--- config.mk ---
export PLATFORM = sky130hd
export DESIGN_NAME = rail_supervisor
export DESIGN_NICKNAME = d
export VERILOG_FILES = /design/src/include/rail_supervisor_pkg.sv /design/src/verilog/rail_supervisor.sv
export VERILOG_INCLUDE_DIRS = /design/src /design/src/include
export SDC_FILE = /design/constraint.sdc
export NUM_CORES = 1
export LEC_CHECK = 0
export ABC_CLOCK_PERIOD_IN_PS = 13800
export BUFFER_PORTS_ARGS = -buffer_cell sky130_fd_sc_hd__buf_2
export CELL_PAD_IN_SITES_DETAIL_PLACEMENT = 2
export CELL_PAD_IN_SITES_GLOBAL_PLACEMENT = 2
export CORE_ASPECT_RATIO = 1.25
export CORE_UTILIZATION = 40
export CTS_CLUSTER_SIZE = 14
export DETAILED_ROUTE_END_ITERATION = 7
export PLACE_DENSITY_LB_ADDON = 0.1
export SYNTH_ARGS = -nofsm -noshare
export SYNTH_HDL_FRONTEND = slang
export SYNTH_SLANG_ARGS = --single-unit
--- constraint.sdc ---
create_clock -name clk -period 13.8 [get_ports clk]
set_input_delay 2.76 -clock clk [delete_from_list [all_inputs] [get_ports clk]]
set_output_delay 2.76 -clock clk [all_outputs]
set_load 0.1 [all_outputs]
--- src/include/rail_supervisor_map.svh ---
/*
 Register offsets, field positions, the restart key, range limits and timing counts of the rail supervisor.
 Assumes a byte-wide register port with word indices used directly as addresses.
*/
`ifndef RAIL_SUPERVISOR_MAP_SVH
`define RAIL_SUPERVISOR_MAP_SVH
`define ADDR_CH_EN_SRC_CFG 8'h00
`define ADDR_CH_EN_SERIAL 8'h01
`define ADDR_STBY_REG_CFG 8'h02
`define ADDR_CONTROL_BITS 8'h03
`define ADDR_DT_RISE_BASE 8'h04
`define ADDR_DT_FALL_BASE 8'h08
`define ADDR_UV_WARN_LEVEL 8'h0C
`define ADDR_UV_FAULT_LEVEL 8'h0D
`define ADDR_THERMAL_TRIP 8'h0E
`define ADDR_THERMAL_RESUME 8'h0F
`define ADDR_VOUT_TARGET_BASE 8'h10
`define ADDR_OV_TRIP_BASE 8'h14
`define ADDR_RESTART_CMD 8'h18
`define ADDR_VIN_READING 8'h20
`define ADDR_TJ_READING 8'h21
`define ADDR_PROT_FLAGS 8'h22
`define ADDR_WARN_FLAGS 8'h23
`define ADDR_FAULT_WARN_STATUS 8'h24
`define ADDR_VOUT_READING_BASE 8'h28
`define RESTART_KEY 8'hA5
`define CTRL_PROG_DT_BIT 0
`define CTRL_UV_AUTORESTART_BIT 1
`define CTRL_OT_AUTORESTART_BIT 2
`define CTRL_OT_MARGIN10_BIT 3
`define STBY_LEVEL5V_BIT 0
`define STBY_ON_SERIAL_BIT 1
`define STBY_ON_ENABLE_BIT 2
`define STBY_ON_GPIO_BIT 3
`define PFLAG_OTW_BIT 0
`define PFLAG_OTF_BIT 1
`define PFLAG_UVF_BIT 2
`define PFLAG_OVF_BASE 3
`define OV_STEP_LOW_MV 150
`define OV_STEP_HIGH_MV 300
`define VOUT_HIGH_RANGE_CODE 8'h32
`define BUILTIN_DT_CYCLES 8'h02
`define OC_RESTART_MS 200
`define CLK_MHZ 250
`define OC_RESTART_CYCLES (`OC_RESTART_MS * 1000 * `CLK_MHZ)
`endif

--- src/include/rail_supervisor_pkg.sv ---
/*
 Types shared by the rail supervisor.
 Assumes the map header supplies all numbers.
*/
package rail_supervisor_pkg;
	typedef enum logic [1:0] {CHIP_OFF, CHIP_READY, CHIP_RESET} chip_state_e;
	typedef enum logic [1:0] {DRV_OFF, DRV_GAP_HIGH, DRV_HIGH, DRV_GAP_LOW} drv_state_e;
	typedef logic [7:0] byte_t;
endpackage

--- src/verilog/rail_supervisor.sv ---
/*
 Digital supervisor of a three-rail buck controller: enable sequencing, channel enables,
 standby regulator control, dead time, and UV/OT/OV/OC fault handling.
 Assumes the analog front end delivers measured codes on the same clock and a
 PWM demand and switching-period tick per channel.
*/
`timescale 1ns/10ps
`include "rail_supervisor_map.svh"
module rail_supervisor #(
	parameter int unsigned OC_RESTART_CYCLES = `OC_RESTART_CYCLES
) (
	input wire logic clk,
	input wire logic sys_rst,
	input wire logic chip_enable_pin,
	input wire logic [2:0] ch_gpio_pin,
	input wire logic stby_gpio_pin,
	input wire logic [2:0] nvm_default_en,
	input wire logic [2:0] nvm_src_cfg,
	input wire logic [7:0] reg_addr,
	input wire logic [7:0] reg_wdata,
	input wire logic reg_wr,
	input wire logic reg_rd,
	output rail_supervisor_pkg::byte_t reg_rdata,
	input wire logic [7:0] vin_code,
	input wire logic [7:0] tj_code,
	input wire logic [23:0] vout_code,
	input wire logic [2:0] overcurrent,
	input wire logic [2:0] pwm_demand,
	input wire logic [2:0] period_tick,
	output logic device_ready_flag,
	output logic [2:0] ch_enabled,
	output logic [2:0] gate_high,
	output logic [2:0] gate_low,
	output logic builtin_nonoverlap,
	output logic stby_on,
	output logic stby_level_5v,
	output logic uv_warn_gpio
);
	import rail_supervisor_pkg::*;

	logic en_s1_q, en_s2_q, gp_s1_q, gp_s2_q;
	logic [2:0] cg_s1_q, cg_s2_q;
	always_ff @(posedge clk or posedge sys_rst) begin
		if (sys_rst) begin
			en_s1_q <= 1'b0;
			en_s2_q <= 1'b0;
			gp_s1_q <= 1'b0;
			gp_s2_q <= 1'b0;
			cg_s1_q <= 3'h0;
			cg_s2_q <= 3'h0;
		end else begin
			en_s1_q <= chip_enable_pin;
			en_s2_q <= en_s1_q;
			gp_s1_q <= stby_gpio_pin;
			gp_s2_q <= gp_s1_q;
			cg_s1_q <= ch_gpio_pin;
			cg_s2_q <= cg_s1_q;
		end
	end

	// Soft reset drops ready and reloads the channel enable defaults; thresholds survive it
	logic restart_q;
	logic soft_rst;
	assign soft_rst = restart_q;

	chip_state_e chip_q;
	always_ff @(posedge clk or posedge sys_rst) begin
		if (sys_rst) begin
			chip_q <= CHIP_OFF;
		end else begin
			case (chip_q)
				CHIP_OFF: if (en_s2_q) chip_q <= CHIP_READY;
				CHIP_READY: begin
					if (soft_rst) chip_q <= CHIP_RESET;
					else if (!en_s2_q) chip_q <= CHIP_OFF;
				end
				CHIP_RESET: chip_q <= CHIP_OFF;
				default: chip_q <= CHIP_OFF;
			endcase
		end
	end
	logic ready;
	assign ready = (chip_q == CHIP_READY);
	// First ready cycle: loading the defaults wins over a host write
	logic ready_rise;
	assign ready_rise = ready && !device_ready_flag;
	logic clr;
	assign clr = sys_rst | soft_rst;

	always_ff @(posedge clk or posedge sys_rst) begin
		if (sys_rst) device_ready_flag <= 1'b0;
		else device_ready_flag <= ready;
	end

	byte_t en_src_q, en_serial_q, stby_cfg_q, ctrl_q, uv_warn_lvl_q, uv_fault_lvl_q;
	byte_t trip_q, resume_q;
	byte_t dt_rise_q [3];
	byte_t dt_fall_q [3];
	byte_t vtarget_q [3];
	byte_t ovtrip_q [3];
	always_ff @(posedge clk or posedge sys_rst) begin
		if (sys_rst) begin
			en_src_q <= 8'h00;
			en_serial_q <= 8'h00;
			stby_cfg_q <= 8'h00;
			ctrl_q <= 8'h00;
			uv_warn_lvl_q <= 8'h00;
			uv_fault_lvl_q <= 8'h00;
			trip_q <= 8'h7F;
			resume_q <= 8'h00;
			restart_q <= 1'b0;
			for (int i = 0; i < 3; i++) begin
				dt_rise_q[i] <= 8'h00;
				dt_fall_q[i] <= 8'h00;
				vtarget_q[i] <= 8'h00;
				ovtrip_q[i] <= 8'h00;
			end
		end else if (soft_rst || ready_rise) begin
			// Restart and enable load the non-volatile channel defaults
			en_src_q <= {5'h00, nvm_src_cfg};
			en_serial_q <= 8'h00;
			restart_q <= 1'b0;
		end else if (reg_wr && ready) begin
			case (reg_addr)
				`ADDR_CH_EN_SRC_CFG: en_src_q <= reg_wdata;
				`ADDR_CH_EN_SERIAL: en_serial_q <= reg_wdata;
				`ADDR_STBY_REG_CFG: stby_cfg_q <= reg_wdata;
				`ADDR_CONTROL_BITS: ctrl_q <= reg_wdata;
				`ADDR_UV_WARN_LEVEL: uv_warn_lvl_q <= reg_wdata;
				`ADDR_UV_FAULT_LEVEL: uv_fault_lvl_q <= reg_wdata;
				`ADDR_THERMAL_TRIP: trip_q <= {1'b0, reg_wdata[6:0]};
				`ADDR_THERMAL_RESUME: resume_q <= {1'b0, reg_wdata[6:0]};
				`ADDR_RESTART_CMD: restart_q <= (reg_wdata == `RESTART_KEY);
				default: begin
					for (int i = 0; i < 3; i++) begin
						if (reg_addr == `ADDR_DT_RISE_BASE + 8'(i)) dt_rise_q[i] <= reg_wdata;
						if (reg_addr == `ADDR_DT_FALL_BASE + 8'(i)) dt_fall_q[i] <= reg_wdata;
						if (reg_addr == `ADDR_VOUT_TARGET_BASE + 8'(i)) vtarget_q[i] <= reg_wdata;
						if (reg_addr == `ADDR_OV_TRIP_BASE + 8'(i)) ovtrip_q[i] <= {6'h00, reg_wdata[1:0]};
					end
				end
			endcase
		end
	end

	// UV: warn at or below warn level, fault at or below fault level
	logic uv_warn, uv_fault_q, ot_fault_q, ot_warn;
	assign uv_warn = ready && (vin_code <= uv_warn_lvl_q);
	// Temperature codes: one step = 5K, trip held in the same step units
	assign ot_warn = ready && ({1'b0, tj_code} + (ctrl_q[`CTRL_OT_MARGIN10_BIT] ? 9'd2 : 9'd1) >= {1'b0, trip_q});
	always_ff @(posedge clk or posedge sys_rst) begin
		if (sys_rst) begin
			uv_fault_q <= 1'b0;
		end else if (soft_rst || !ready) begin
			uv_fault_q <= 1'b0;
		end else if (vin_code <= uv_fault_lvl_q) begin
			uv_fault_q <= 1'b1;
		end else if (vin_code > uv_warn_lvl_q && ctrl_q[`CTRL_UV_AUTORESTART_BIT]) begin
			uv_fault_q <= 1'b0;
		end
	end
	always_ff @(posedge clk or posedge sys_rst) begin
		if (sys_rst) begin
			ot_fault_q <= 1'b0;
		end else if (soft_rst || !ready) begin
			ot_fault_q <= 1'b0;
		end else if (tj_code >= trip_q) begin
			ot_fault_q <= 1'b1;
		end else if (tj_code <= resume_q && ctrl_q[`CTRL_OT_AUTORESTART_BIT]) begin
			ot_fault_q <= 1'b0;
		end
	end
	logic global_fault;
	assign global_fault = uv_fault_q | ot_fault_q;

	logic [2:0] ov_latch_q, ov_flag_q, oc_active_q, ch_req;
	logic [31:0] oc_cnt_q [3];
	drv_state_e drv_q [3];
	logic [7:0] gap_cnt_q [3];
	genvar g;
	generate
		for (g = 0; g < 3; g++) begin : gen_ch
			// Offset in 50mV units: 150-300mV in 50mV steps, or 300-600mV in 100mV steps above 2.5V
			logic [9:0] ov_lim;
			logic [9:0] ov_ofs;
			logic high_range;
			logic ov_hit;
			logic run;
			assign high_range = vtarget_q[g] > `VOUT_HIGH_RANGE_CODE;
			assign ov_ofs = high_range ?
				10'(`OV_STEP_HIGH_MV / 50 + 2 * ovtrip_q[g][1:0]) :
				10'(`OV_STEP_LOW_MV / 50 + ovtrip_q[g][1:0]);
			assign ov_lim = {2'b00, vtarget_q[g]} + ov_ofs;
			assign ov_hit = {2'b00, vout_code[8*g +: 8]} > ov_lim;
			assign ch_req[g] = en_src_q[g] ? cg_s2_q[g] : (nvm_default_en[g] | en_serial_q[g]);
			assign run = ready && ch_req[g] && !global_fault && !ov_latch_q[g] && !oc_active_q[g];

			always_ff @(posedge clk or posedge sys_rst) begin
				if (sys_rst) begin
					ov_latch_q[g] <= 1'b0;
					ov_flag_q[g] <= 1'b0;
				end else if (soft_rst || !ready || !ch_req[g]) begin
					// Latched until the channel request drops, a soft reset comes or ready falls
					ov_latch_q[g] <= 1'b0;
					ov_flag_q[g] <= 1'b0;
				end else begin
					if (ov_hit) ov_latch_q[g] <= 1'b1;
					// Flag only once the sequencer is in DRV_OFF, where the low side may still be on
					if (ov_latch_q[g] && drv_q[g] == DRV_OFF) ov_flag_q[g] <= 1'b1;
				end
			end

			always_ff @(posedge clk or posedge sys_rst) begin
				if (sys_rst) begin
					oc_active_q[g] <= 1'b0;
					oc_cnt_q[g] <= 32'h0;
				end else if (soft_rst || !ready) begin
					oc_active_q[g] <= 1'b0;
					oc_cnt_q[g] <= 32'h0;
				end else if (!oc_active_q[g]) begin
					if (overcurrent[g] && ch_enabled[g]) begin
						oc_active_q[g] <= 1'b1;
						oc_cnt_q[g] <= 32'h0;
					end
				end else if (oc_cnt_q[g] == OC_RESTART_CYCLES - 1) begin
					oc_active_q[g] <= 1'b0;
				end else begin
					oc_cnt_q[g] <= oc_cnt_q[g] + 32'h1;
				end
			end

			// Non-overlap sequencer; gap counts in period/256 ticks when programmed
			logic prog_dt;
			logic gap_tick;
			logic [7:0] rise_gap;
			logic [7:0] fall_gap;
			logic [7:0] gap_next;
			assign prog_dt = ctrl_q[`CTRL_PROG_DT_BIT];
			assign gap_tick = prog_dt ? period_tick[g] : 1'b1;
			// A gap of N counts lasts N ticks; zero still costs one tick
			assign rise_gap = prog_dt ? dt_rise_q[g] : `BUILTIN_DT_CYCLES;
			assign fall_gap = prog_dt ? dt_fall_q[g] : `BUILTIN_DT_CYCLES;
			assign gap_next = gap_cnt_q[g] + 8'h01;
			always_ff @(posedge clk or posedge sys_rst) begin
				if (sys_rst) begin
					drv_q[g] <= DRV_OFF;
					gap_cnt_q[g] <= 8'h00;
					gate_high[g] <= 1'b0;
					gate_low[g] <= 1'b0;
					ch_enabled[g] <= 1'b0;
				end else if (soft_rst || !run) begin
					drv_q[g] <= DRV_OFF;
					gate_high[g] <= 1'b0;
					gate_low[g] <= 1'b0;
					ch_enabled[g] <= 1'b0;
					gap_cnt_q[g] <= 8'h00;
				end else begin
					ch_enabled[g] <= 1'b1;
					case (drv_q[g])
						DRV_OFF: begin
							drv_q[g] <= pwm_demand[g] ? DRV_GAP_HIGH : DRV_GAP_LOW;
							gap_cnt_q[g] <= 8'h00;
						end
						DRV_HIGH: if (!pwm_demand[g]) begin
							gate_high[g] <= 1'b0;
							drv_q[g] <= DRV_GAP_LOW;
							gap_cnt_q[g] <= 8'h00;
						end
						DRV_GAP_LOW: if (gap_tick) begin
							if (gap_next >= fall_gap) begin
								gate_low[g] <= 1'b1;
								drv_q[g] <= DRV_OFF;
							end else gap_cnt_q[g] <= gap_next;
						end
						DRV_GAP_HIGH: if (gap_tick) begin
							if (gap_next >= rise_gap) begin
								gate_high[g] <= 1'b1;
								drv_q[g] <= DRV_HIGH;
							end else gap_cnt_q[g] <= gap_next;
						end
						default: drv_q[g] <= DRV_OFF;
					endcase
					// Low side stays on until demand returns, then the rising gap starts
					if (drv_q[g] == DRV_OFF && gate_low[g] && !pwm_demand[g]) drv_q[g] <= DRV_OFF;
					else if (drv_q[g] == DRV_OFF && gate_low[g] && pwm_demand[g]) begin
						gate_low[g] <= 1'b0;
						drv_q[g] <= DRV_GAP_HIGH;
					end
				end
			end
		end
	endgenerate

	// Any of the three switches may hold the standby regulator on
	logic stby_req;
	assign stby_req = (stby_cfg_q[`STBY_ON_ENABLE_BIT] & en_s2_q) | (stby_cfg_q[`STBY_ON_GPIO_BIT] & gp_s2_q)
		| (stby_cfg_q[`STBY_ON_SERIAL_BIT] & ready);

	always_ff @(posedge clk or posedge sys_rst) begin
		if (sys_rst) begin
			builtin_nonoverlap <= 1'b1;
			stby_on <= 1'b0;
			stby_level_5v <= 1'b0;
			uv_warn_gpio <= 1'b0;
		end else begin
			builtin_nonoverlap <= !ctrl_q[`CTRL_PROG_DT_BIT];
			stby_level_5v <= stby_cfg_q[`STBY_LEVEL5V_BIT];
			stby_on <= stby_req;
			uv_warn_gpio <= uv_warn;
		end
	end

	// Flag word built apart so the read table stays one register per line
	byte_t prot_word;
	always_comb begin
		prot_word = 8'h00;
		prot_word[`PFLAG_OTW_BIT] = ot_warn | ot_fault_q;
		prot_word[`PFLAG_OTF_BIT] = ot_fault_q;
		prot_word[`PFLAG_UVF_BIT] = uv_fault_q;
		prot_word[`PFLAG_OVF_BASE +: 3] = ov_flag_q;
	end

	// Reads answer only once ready; unmapped addresses read zero
	always_ff @(posedge clk or posedge sys_rst) begin
		if (sys_rst) begin
			reg_rdata <= 8'h00;
		end else if (reg_rd && ready && !clr) begin
			case (reg_addr)
				`ADDR_CH_EN_SRC_CFG: reg_rdata <= en_src_q;
				`ADDR_CH_EN_SERIAL: reg_rdata <= en_serial_q;
				`ADDR_STBY_REG_CFG: reg_rdata <= stby_cfg_q;
				`ADDR_CONTROL_BITS: reg_rdata <= ctrl_q;
				`ADDR_UV_WARN_LEVEL: reg_rdata <= uv_warn_lvl_q;
				`ADDR_UV_FAULT_LEVEL: reg_rdata <= uv_fault_lvl_q;
				`ADDR_THERMAL_TRIP: reg_rdata <= trip_q;
				`ADDR_THERMAL_RESUME: reg_rdata <= resume_q;
				`ADDR_VIN_READING: reg_rdata <= vin_code;
				`ADDR_TJ_READING: reg_rdata <= tj_code;
				`ADDR_PROT_FLAGS: reg_rdata <= prot_word;
				`ADDR_WARN_FLAGS: reg_rdata <= {7'h00, uv_warn};
				`ADDR_FAULT_WARN_STATUS: reg_rdata <= {4'h0, oc_active_q, uv_fault_q};
				`ADDR_VOUT_READING_BASE: reg_rdata <= vout_code[7:0];
				`ADDR_VOUT_READING_BASE + 8'h01: reg_rdata <= vout_code[15:8];
				`ADDR_VOUT_READING_BASE + 8'h02: reg_rdata <= vout_code[23:16];
				`ADDR_VOUT_TARGET_BASE: reg_rdata <= vtarget_q[0];
				`ADDR_VOUT_TARGET_BASE + 8'h01: reg_rdata <= vtarget_q[1];
				`ADDR_VOUT_TARGET_BASE + 8'h02: reg_rdata <= vtarget_q[2];
				default: reg_rdata <= 8'h00;
			endcase
		end else begin
			reg_rdata <= 8'h00;
		end
	end
endmodule // rail_supervisor

==> results.toml <==
[status]
status = "finished clean"

[route]
drt_first_pass_iters = 5
drt-total-wl_um = 68800
ant_nets = 0
post_drt_via_cell_ratio = 6.00
wire_per_inst_um = 24.8
drc = 0
drtIter0Drc = 845
via_count = 16700

[logic_synthesis]
synth_area_sq_um = 19400
synth_cells = 2037
synth_top_family_by_area = "simple AND/OR/NAND/NOR gates"
synth_xor_xnor_area_share_pct = 2.31
synth_compound_area_share_pct = 16.0
ys_seq_area_share_pct = 40.4
synth_fa_ha_area_share_pct = 9.98
synth-simple-area-share_pct = 17.8
yosysWarnings = 0
syn-num-nets = 2269
synth-seq-cells = 312
synth-edff-count = 0
async_flop_share_pct = 100
synthMuxAreaShare_pct = 10.2
synth_area_per_cell_sq_um = 9.50
ys_types = 87
dominantRegCellSynth = "dfrtp_1"

[clock_network]
h-tree-depth = 2
cts.sinks = 312
clock_path_buffers = 3
cts-root-buf = "clkbuf_16"
cts_buffers = 36
clkSlewWorstSetupHoldPaths_ns = 0.06
cts_tree = "yes"
cts_hold_buf = 0
cts_resized = 0
post_cts_buffers = 0
insertion_delay_ns = 0.56

[worst_setup_path]
crit_family = "simple AND/OR/NAND/NOR gates"
worstReg2RegStart = "vtarget_q[17]"
reg2regPathDepth = 16
reg2reg_to = "ov_latch_q[0]"
crit_fanout = 30
r2r_slack_ns = 9.56
endpoint_kind = "flip-flop"
criticalPathCategory = "input port to flip-flop"
crit_path_start_kind = "input port"
slowest_stage = "nor2b_1"
cp.arrival_ns = 5.46
cp.required_ns = 14.23
crit_buf_inv = 1
max_stage_delay_ns = 0.68
cp_cell_sequence = "buf_2 > nor2_1 > and2_1 > nand4b_1 > nor2b_1 > mux2_2"

[timing]
setup_tns_ns = 0
rsz0062_at_grt = "false"
fmax_mhz = 199
hold_violations = 0
worst_slew_pin_slew_ns = 1.24
setup_slack_ns = 8.77
fin_crit_sh_pct = 36.4
fin_worst_skew_ns = 0.0157
relSlewSlack_pct = 17.2
setup_viol = 0
final.min_clock_period_ns = 5.03
final_max_slew_viol_count = 0

[grt]
antenna_found_initial = 6
grt_pass1_vias = 18300
grt_max_degree = 86
grt-ovfl-total = 0
grt_pass1_wl_um = 108000
grt_use_total_pct = 28.6

[power]
peakVddDrop_mv = 0.0765
leakage_nw = 9.62
p_per_area_nw_per_um2 = 99.0

[floorplan]
core_area_sq_um = 47400
dieArea_sq_um = 49300
io_pins = 102
fp.dieH_um = 248
rows = 89
initial_core_util_pct = 40.8
die_width_um = 199

[placed_design]
port-buffer-count = 101
hpwl_um = 50100
place_congestion = 0.933
place_ws_ns = 8.28

[min_path]
min_to = "gp_s2_q"
hold_depth = 0
hold_start = "gp_s1_q"
hold_class = "flip-flop to flip-flop"

[cells_and_area]
post-route-util_pct = 45.7
drive_gt1_share_pct = 16.5
multi_input_area_sq_um = 10900
layout_commonest_cell = "dfrtp_1"
layout.nets = 2344
seq_area_sq_um = 7820
nFillCells = 5089
area_delta_synth_final_pct = 11.9
final_cell_mix = "dfrtp_1 (304), nand2_1 (181), o21ai_0 (179)"

[job]
drv_cap = 0
[registers in the layout, summed over array words and instances, names as in the netlist, 24 cells and up]
signal and cells:
dt_rise_q 24, gap_cnt_q 24, dt_fall_q 24, vtarget_q 24
oc_cnt_q 96
[logic make-up after synthesis]
kind of cell	after synthesis
simple gates	685
xor+xnor	51
compound gates	504
fa+ha+maj	152
mux	172
buf+inv	161
flops	312
[layout make-up]
| class | count | share of cell area (%) |
|---|---|---|
| tap | 637 | 3.68 |
| inverter | 82 | 1.46 |
| antenna | 1 | 0.0115 |
| timing repair buffer | 116 | 2.85 |
| multi-input combinational | 1564 | 50.4 |
| clock inverter | 18 | 0.884 |
| clock buffer | 47 | 4.68 |
| sequential | 312 | 36.1 |
[synthesized netlist by cell type, types with 32 or more instances]
library cell  number  area (sq um)
inv_1             78           293
nand3_1          101           505
ha_1             148          1850
a21oi_1          106           531
xor2_1            32           280
nand2b_1          33           206
and3_1            36           225
mux2_2           130          1460
nand2_1          181           679
nor2b_1           33           206
mux2i_1           35           350
nand4_1           34           213
clkbuf_1          49           184
dfrtp_1          304          7610
a31oi_1           42           263
nor2_1           144           541
o21ai_0          179           896
[stage by stage]
step | area [sq um] | power [mW] | instances | hold slack, ns
after floorplan | 19400 | 1.07 | 2037 | 0.331
after global placement | 20500 | 1.15 | 2711 | 0.340
after detailed placement | 20500 | 1.16 | 2711 | 0.337
after CTS | 21700 | 2.17 | 2776 | 0.351
after global routing | 21700 | 2.22 | 2777 | 0.370
final | 21700 | 2.15 | 2777 | 0.355
[where the power goes]
| part | total (mW) | leakage, nW | internal, mW | switching, mW |
|---|---|---|---|---|
| combinational | 0.203 | 4.77 | 0.0608 | 0.142 |
| clock | 0.998 | 0.591 | 0.579 | 0.419 |
| sequential | 0.944 | 4.27 | 0.928 | 0.0166 |
[metal layers]
metal | track usage (%) | share of wire (%) | up-vias
met3 | 3.83 | 3.2 | 135
met1 | 34.4 | 42 | 8623
met5 | 0 | 0.099 | -
met4 | 10.8 | 3.7 | 10
li1 | - | - | 7591
met2 | 51.4 | 51 | 294
[how the worst max path moves through the flow]
| stage | to | start | slack, ns | cells past startpoint |
|---|---|---|---|---|
| after floorplan | reg_rdata[0] | sys_rst | 2.32 | 3 |
| after detailed placement | vtarget_q[22] | reg_addr[1] | 8.28 | 6 |
| after global routing | vtarget_q[23] | reg_addr[1] | 8.67 | 6 |
| final | vtarget_q[23] | reg_addr[1] | 8.77 | 6 |
| after CTS | vtarget_q[23] | reg_addr[1] | 8.83 | 6 |
| after global placement | vtarget_q[16] | reg_addr[1] | 8.42 | 6 |
Note: power is estimated with default switching activity, not from simulation.
